File: src/hdl/cfg_port_pkg.sv
package cfg_port_pkg;

  // register space
  localparam int ADDR_W = 7;
  localparam int IDX_W = 5;
  localparam int REG_COUNT = 23;
  localparam logic [ADDR_W-1:0] LAST_ADDR = 7'h16;
  localparam logic [ADDR_W-1:0] ADDR_MAX = 7'h7f;
  localparam logic [7:0] REG_RESET = 8'h00;
  localparam logic [2:0] BIT_LAST = 3'h7;
  localparam logic [2:0] BIT_FIRST = 3'h0;

  // divider register offsets
  localparam logic [IDX_W-1:0] OFS_FSK0_SWALLOW = 5'h0a;
  localparam logic [IDX_W-1:0] OFS_FSK0_MAIN_HI = 5'h0b;
  localparam logic [IDX_W-1:0] OFS_FSK0_MAIN_LO = 5'h0c;
  localparam logic [IDX_W-1:0] OFS_FSK0_REF_HI = 5'h0d;
  localparam logic [IDX_W-1:0] OFS_FSK0_REF_LO = 5'h0e;
  localparam logic [IDX_W-1:0] OFS_FSK1_SWALLOW = 5'h0f;
  localparam logic [IDX_W-1:0] OFS_FSK1_MAIN_HI = 5'h10;
  localparam logic [IDX_W-1:0] OFS_FSK1_MAIN_LO = 5'h11;
  localparam logic [IDX_W-1:0] OFS_FSK1_REF_HI = 5'h12;
  localparam logic [IDX_W-1:0] OFS_FSK1_REF_LO = 5'h13;

  // field widths
  localparam int SWALLOW_W = 6;
  localparam int DIV_W = 12;
  localparam int DIV_HI_W = 4;

  typedef enum logic [1:0] {
    PH_IDLE,
    PH_ADDR,
    PH_WDATA,
    PH_RDATA
  } phase_e;

  typedef struct packed {
    logic [SWALLOW_W-1:0] swallow;
    logic [DIV_W-1:0] main_div;
    logic [DIV_W-1:0] ref_div;
  } div_set_s;

  typedef struct packed {
    logic cs;
    logic sclk;
    logic io;
  } pins_s;

  typedef logic [REG_COUNT-1:0][7:0] reg_file_t;

  typedef struct packed {
    phase_e phase;
    pins_s pins_q;
    logic [2:0] bit_cnt;
    logic [7:0] shift;
    logic [ADDR_W-1:0] addr;
    reg_file_t stage;
    logic [REG_COUNT-1:0] dirty;
    reg_file_t active;
    logic io_out;
    logic io_oe;
    logic load;
    div_set_s div_sel;
  } port_state_s;

endpackage

File: src/hdl/pin_sync.sv
`timescale 1ns/1ps
`default_nettype none

module pin_sync #(
  parameter int W = 1
) (
  input wire logic core_clk,
  input wire logic reset_n,
  input wire logic clk_en,
  input wire logic [W-1:0] d,
  output logic [W-1:0] q
);

  logic [W-1:0] meta_r;

  // two stages before any logic looks at a pin
  always_ff @(posedge core_clk or negedge reset_n) begin
    if (!reset_n) begin
      meta_r <= '0;
      q <= '0;
    end else if (clk_en) begin
      meta_r <= d;
      q <= meta_r;
    end
  end

endmodule

`default_nettype wire

File: src/hdl/three_wire_config_port.sv
// Contract
// - first octet: 7-bit address msb first, direction
// - direction one reads, zero writes
// - every register transfer is eight bits msb first
// - write octets land at rising addresses
// - write bits sampled on falling serial clock
// - select fall after write makes load pulse
// - read data driven, updated on rising edges
// - reads start 0 to 22, address advances
// - reading never changes register contents
// - main/reference dividers 12 bits, swallow 6
// - set zero for symbol 0, set one for 1
// - receive uses divider set zero only
// - data line never driven during writes
`timescale 1ns/1ps
`default_nettype none

module three_wire_config_port
  import cfg_port_pkg::*;
(
  input wire logic core_clk,
  input wire logic reset_n,
  input wire logic clk_en,
  input wire logic cs_pin,
  input wire logic sclk_pin,
  input wire logic io_in,
  output logic io_out,
  output logic io_oe,
  input wire logic tx_symbol,
  input wire logic rx_mode,
  output logic load_pulse,
  output reg_file_t cfg_regs,
  output div_set_s div_active
);

  port_state_s st_r;
  port_state_s st_nxt;
  pins_s pins_raw;
  pins_s pins_s_q;

  logic cs_rise;
  logic cs_fall;
  logic sclk_rise;
  logic sclk_fall;
  logic [7:0] rd_byte;
  logic [7:0] wr_byte;
  logic [ADDR_W-1:0] addr_inc;
  div_set_s set0;
  div_set_s set1;

  // serial pins come from the host's clock, not ours
  assign pins_raw = {cs_pin, sclk_pin, io_in};

  pin_sync #(
    .W(3)
  ) u_pin_sync (
    .core_clk(core_clk),
    .reset_n(reset_n),
    .clk_en(clk_en),
    .d(pins_raw),
    .q(pins_s_q)
  );

  // edges of the synchronised pins
  assign cs_rise = pins_s_q.cs & ~st_r.pins_q.cs;
  assign cs_fall = ~pins_s_q.cs & st_r.pins_q.cs;
  assign sclk_rise = pins_s_q.sclk & ~st_r.pins_q.sclk;
  assign sclk_fall = ~pins_s_q.sclk & st_r.pins_q.sclk;

  // octet completed by the bit being sampled now
  assign wr_byte = {st_r.shift[6:0], pins_s_q.io};

  // address counter saturates past the top of the space
  assign addr_inc = (st_r.addr == ADDR_MAX) ? ADDR_MAX : st_r.addr + 7'h01;

  // read source is the active set; unmapped reads as zero
  always_comb begin
    if (st_r.addr <= LAST_ADDR) begin
      rd_byte = st_r.active[st_r.addr[IDX_W-1:0]];
    end else begin
      rd_byte = 8'h00;
    end
  end

  // divider sets assembled from the active registers
  always_comb begin
    set0.swallow = st_r.active[OFS_FSK0_SWALLOW][SWALLOW_W-1:0];
    set0.main_div = {st_r.active[OFS_FSK0_MAIN_HI][DIV_HI_W-1:0],
                     st_r.active[OFS_FSK0_MAIN_LO]};
    set0.ref_div = {st_r.active[OFS_FSK0_REF_HI][DIV_HI_W-1:0],
                    st_r.active[OFS_FSK0_REF_LO]};
    set1.swallow = st_r.active[OFS_FSK1_SWALLOW][SWALLOW_W-1:0];
    set1.main_div = {st_r.active[OFS_FSK1_MAIN_HI][DIV_HI_W-1:0],
                     st_r.active[OFS_FSK1_MAIN_LO]};
    set1.ref_div = {st_r.active[OFS_FSK1_REF_HI][DIV_HI_W-1:0],
                    st_r.active[OFS_FSK1_REF_LO]};
  end

  always_comb begin
    st_nxt = st_r;
    st_nxt.pins_q = pins_s_q;
    st_nxt.load = 1'b0;

    // set zero in receive or for a 0 symbol, set one otherwise
    if (rx_mode) begin
      st_nxt.div_sel = set0;
    end else if (tx_symbol) begin
      st_nxt.div_sel = set1;
    end else begin
      st_nxt.div_sel = set0;
    end

    if (cs_rise) begin
      // fresh transaction: bit count and shift cleared, line released
      st_nxt.phase = PH_ADDR;
      st_nxt.bit_cnt = BIT_FIRST;
      st_nxt.shift = 8'h00;
      st_nxt.io_oe = 1'b0;
      st_nxt.io_out = 1'b0;
    end else if (cs_fall) begin
      // partial octet is dropped, line handed back
      if (st_r.phase == PH_WDATA && st_r.dirty != '0) begin
        st_nxt.load = 1'b1;
        for (int i = 0; i < REG_COUNT; i++) begin
          if (st_r.dirty[i]) begin
            st_nxt.active[i] = st_r.stage[i];
          end
        end
      end
      st_nxt.dirty = '0;
      st_nxt.phase = PH_IDLE;
      st_nxt.bit_cnt = BIT_FIRST;
      st_nxt.io_oe = 1'b0;
      st_nxt.io_out = 1'b0;
    end else if (pins_s_q.cs) begin
      case (st_r.phase)
        PH_ADDR: begin
          if (sclk_fall) begin
            st_nxt.shift = wr_byte;
            st_nxt.bit_cnt = st_r.bit_cnt + 3'h1;
            if (st_r.bit_cnt == BIT_LAST) begin
              st_nxt.addr = st_r.shift[ADDR_W-1:0];
              st_nxt.bit_cnt = BIT_FIRST;
              if (pins_s_q.io) begin
                st_nxt.phase = PH_RDATA;
              end else begin
                st_nxt.phase = PH_WDATA;
              end
            end
          end
        end
        PH_WDATA: begin
          st_nxt.io_oe = 1'b0;
          if (sclk_fall) begin
            st_nxt.shift = wr_byte;
            st_nxt.bit_cnt = st_r.bit_cnt + 3'h1;
            if (st_r.bit_cnt == BIT_LAST) begin
              if (st_r.addr <= LAST_ADDR) begin
                st_nxt.stage[st_r.addr[IDX_W-1:0]] = wr_byte;
                st_nxt.dirty[st_r.addr[IDX_W-1:0]] = 1'b1;
              end
              st_nxt.addr = addr_inc;
              st_nxt.bit_cnt = BIT_FIRST;
            end
          end
        end
        PH_RDATA: begin
          if (sclk_rise) begin
            st_nxt.io_oe = 1'b1;
            st_nxt.bit_cnt = st_r.bit_cnt + 3'h1;
            if (st_r.bit_cnt == BIT_FIRST) begin
              st_nxt.io_out = rd_byte[7];
              st_nxt.shift = {rd_byte[6:0], 1'b0};
              st_nxt.addr = addr_inc;
            end else begin
              st_nxt.io_out = st_r.shift[7];
              st_nxt.shift = {st_r.shift[6:0], 1'b0};
            end
          end
        end
        default: begin
          st_nxt.phase = PH_IDLE;
          st_nxt.io_oe = 1'b0;
        end
      endcase
    end
  end

  always_ff @(posedge core_clk or negedge reset_n) begin
    if (!reset_n) begin
      st_r.phase <= PH_IDLE;
      st_r.pins_q <= '0;
      st_r.bit_cnt <= BIT_FIRST;
      st_r.shift <= 8'h00;
      st_r.addr <= '0;
      st_r.stage <= {REG_COUNT{REG_RESET}};
      st_r.dirty <= '0;
      st_r.active <= {REG_COUNT{REG_RESET}};
      st_r.io_out <= 1'b0;
      st_r.io_oe <= 1'b0;
      st_r.load <= 1'b0;
      st_r.div_sel <= '0;
    end else if (clk_en) begin
      st_r <= st_nxt;
    end
  end

  assign io_out = st_r.io_out;
  assign io_oe = st_r.io_oe;
  assign load_pulse = st_r.load;
  assign cfg_regs = st_r.active;
  assign div_active = st_r.div_sel;

endmodule

`default_nettype wire

File: config.mk
export PLATFORM = sky130hd
export DESIGN_NAME = three_wire_config_port
export DESIGN_NICKNAME = d
export VERILOG_FILES = /design/src/hdl/cfg_port_pkg.sv /design/src/hdl/pin_sync.sv /design/src/hdl/three_wire_config_port.sv
export SDC_FILE = /design/constraint.sdc
export NUM_CORES = 1
export LEC_CHECK = 0
export BUFFER_PORTS_ARGS = -buffer_cell sky130_fd_sc_hd__buf_4
export CORE_MARGIN = 2
export CORE_UTILIZATION = 50
export DETAILED_ROUTE_END_ITERATION = 7
export GPL_ROUTABILITY_DRIVEN = 0
export HOLD_SLACK_MARGIN = 0.12
export PLACE_DENSITY_LB_ADDON = 0.25
export REMOVE_ABC_BUFFERS = 1
export SYNTH_ARGS = -nofsm -noshare
export SYNTH_HDL_FRONTEND = slang
export SYNTH_HIERARCHICAL = 1
export SYNTH_SLANG_ARGS = --single-unit
File: constraint.sdc
create_clock -name core_clk -period 2.42 [get_ports core_clk]
set_input_delay 0.363 -clock core_clk [delete_from_list [all_inputs] [get_ports core_clk]]
set_output_delay 0.363 -clock core_clk [all_outputs]
set_load 0.02 [all_outputs]
==> flow_summary.toml <==
[outcome]
status = "finished clean"

[routing]
num_vias = 13600
vias_per_cell = 5.87
drcViolationCount = 0
wl_mm = 58.1
firstDrtPassIters = 5
postRouteAntennaNets = 0
wire_per_inst_um = 25.1
drt-initial-drc-count = 1123

[die]
die_h_um = 210
io_pins = 225
initial_core_util = 0.507
fp.dieW_um = 210
rows = 75
design.core.area_um2 = 42000
dieArea_um2 = 44300

[place]
port-buffer-count = 224
place_area_um2 = 22700
post-dp-hpwl_mm = 41.3
dpl.cell_count = 2232

[setup_path]
slowest_stage = "nor4_1"
cp.depth = 7
crit_path_start = "st_r[425]"
endpoint_kind = "register"
worstPathRequired_ps = 2870
timing.rr.end = "st_r[432]"
crit_fanout = 8
crit_path_frequent_cell = "buf_4"
start_kind = "register"
crit_chain = "buf_4 > buf_4 > mux2i_1 > o22ai_1 > nor4_1 > a21oi_1 > a221o_1"
regToRegSetupSlack_ps = 1
critPathArrivalTime_ps = 2870
critPathKind = "reg -> reg"
slowest_delay_ps = 580
crit_buf_inv = 2
reg2reg_depth = 7
crit_family = "simple AND/OR/NAND/NOR gates"
r2r_start = "st_r[425]"

[power_and_ir_drop]
leakage_nw = 12.8
ir_worst_vdd_uv = 443
cellPowerDensity_nw_per_um2 = 713

[clock_tree]
clk_latency_ps = 570
clockBufferDepth = 3
cts_made_buffers = 47
cts_root_buffer = "clkbuf_16"
htreeDepth = 2
clk_transition_reported_paths_ps = 60
cts.sinks = 452
cts_tree = "yes"

[yosys]
synth_area_um2 = 21300
synth_common_cells = "452 x dfrtp_1, 360 x mux2_2, 219 x buf_4"
yosysMostFrequentCell = "dfrtp_1"
ys_seq_area_frac = 0.531
synth_cell_types = 68
ys_warn_count = 6
ys.flop_type = "dfrtp_1"
synth_top_area_frac = 0.531
synth_area_per_cell_um2 = 12.9
synth_edf_count = 0
synthCells = 1655
ys_ff_latch = 452
yosysTopAreaCell = "dfrtp_1"
synthArstFlopShare = 1.00
yosys-top-cells-area = "dfrtp_1 53%, mux2_2 19%, buf_4 7.7%"

[global_routing]
grt.busiest_layer = "met2"
grt_pass1_vias = 13800
gr-usage-met1 = 0.378
grt_max_degree = 126
grt_pass1_wl_mm = 88.0
grt_usage = 0.265
gr-total-overflow = 0
antenna_found_initial = 0
use_met3 = 0.0402
grt.met2_usage = 0.409

[hold_path]
hold_end = "st_r[444]"
min-delay-start = "clk_en"
hold_path_class = "in -> reg"
min_path_cells = 3

[sta]
fin_crit_sh = 1.00
hold_viol = 0
setup_viol = 0
fin_hold_ws_ps = 185
max_freq_ghz = 0.413
report.final.slew_viol_count = 0
relSlewSlack = 0.418
tightest_slew_ps = 872
skew_ps = 11.0
period_needed_ps = 2420

[run]
cap_violations = 0

[finish]
final_nets = 1765
syn2layout_area_growth_pct = 14.0
finalInstanceArea_um2 = 24300
fin_cells = 2317
antenna_cells = 0
drive_gt1_frac = 0.460
## cell usage in the layout (no fill, tap or decap), types with 4 or more instances in the layout
master | Yosys | final
nand2_2 | 10 | 10
a21oi_1 | 49 | 49
nand2_4 | 12 | 12
nand4_1 | 4 | 4
nor2_1 | 64 | 64
nor2b_1 | 10 | 7
mux2i_1 | 110 | 110
o21ai_0 | 12 | 12
nor3_1 | 5 | 4
nand3_1 | 4 | 4
nor3b_1 | 4 | 4
a22oi_1 | 5 | 5
mux2_1 | 15 | 15
nand2_1 | 44 | 44
nor4_1 | 12 | 12
a221o_1 | 5 | 5
clkinv_2 | 0 | 4
buf_4 | 219 | 313
dlygate4sd3_1 | 0 | 4
dfrtp_2 | 0 | 4
ha_1 | 10 | 10
inv_1 | 18 | 18
a31oi_1 | 36 | 36
a21o_1 | 4 | 4
mux2_4 | 6 | 6
mux2_2 | 360 | 360
dfrtp_1 | 452 | 447
buf_12 | 0 | 16
a22o_1 | 4 | 4
clkbuf_16 | 0 | 47
clkbuf_1 | 41 | 12
o22ai_1 | 37 | 36
nor3_4 | 3 | 4
clkbuf_8 | 0 | 13
## kinds of logic after synthesis
group,after synthesis,synth area share
mux,493,0.256
fa+ha+maj,10,0.00587
buf+inv,313,0.0961
compound gates,176,0.0525
flops,452,0.531
simple gates,211,0.0589
## worst min-delay path: stages
cell and delay (ps):
buf_4 170, nand2_1 90, o21ai_0 80
## layer usage
layer	wire length, um	vias to the layer above
li1	-	5869
met3	3500	114
met2	26700	507
met1	25800	7112
met5	0	-
met4	2100	0
## where the power goes
part	internal, mW	switching, mW	leakage, nW
logic	0.897	1.36	5.83
clock network	4.17	2.89	0.735
registers	7.71	0.298	6.23
## metrics by stage
stage	setup TNS (ps)	power [mW]	setup WS (ps)	util
2_1_floorplan	-575070	9.31	-3570	-
3_3_place_gp	0	10.3	38.1	0.541
3_5_place_dp	0	10.3	28.5	0.541
4_1_cts	0	17.4	5.03	0.577
5_1_grt	-85.8	17.9	-21.7	0.578
6_report	0	17.3	1.05	0.578
## how the worst max path moves through the flow
stage | to | slack, ps
final | st_r[432] | 1
after detailed placement | register | 30
after global placement | register | 40
after global routing | register | -20
after CTS | register | 5
after floorplan | st_r[217] | -3570
## area by class of cell
type                            instances  area (um^2)
Tap cell                              539          674
Sequential cell                       452        11300
Fill cell                            3429        17700
Inverter                               19         71.3
Timing Repair Buffer                  337         2760
Clock inverter                          8         96.3
Multi-Input combinational cell        890         7990
Clock buffer                           72         1400
## timing repair
action	in CTS	in global routing
setup buffers	0	1
setup endpoints to repair	0	75
hold buffers	4	0
resized for setup	0	10
hold endpoints to repair	114	0
Note: power is estimated with default switching activity, not from simulation.
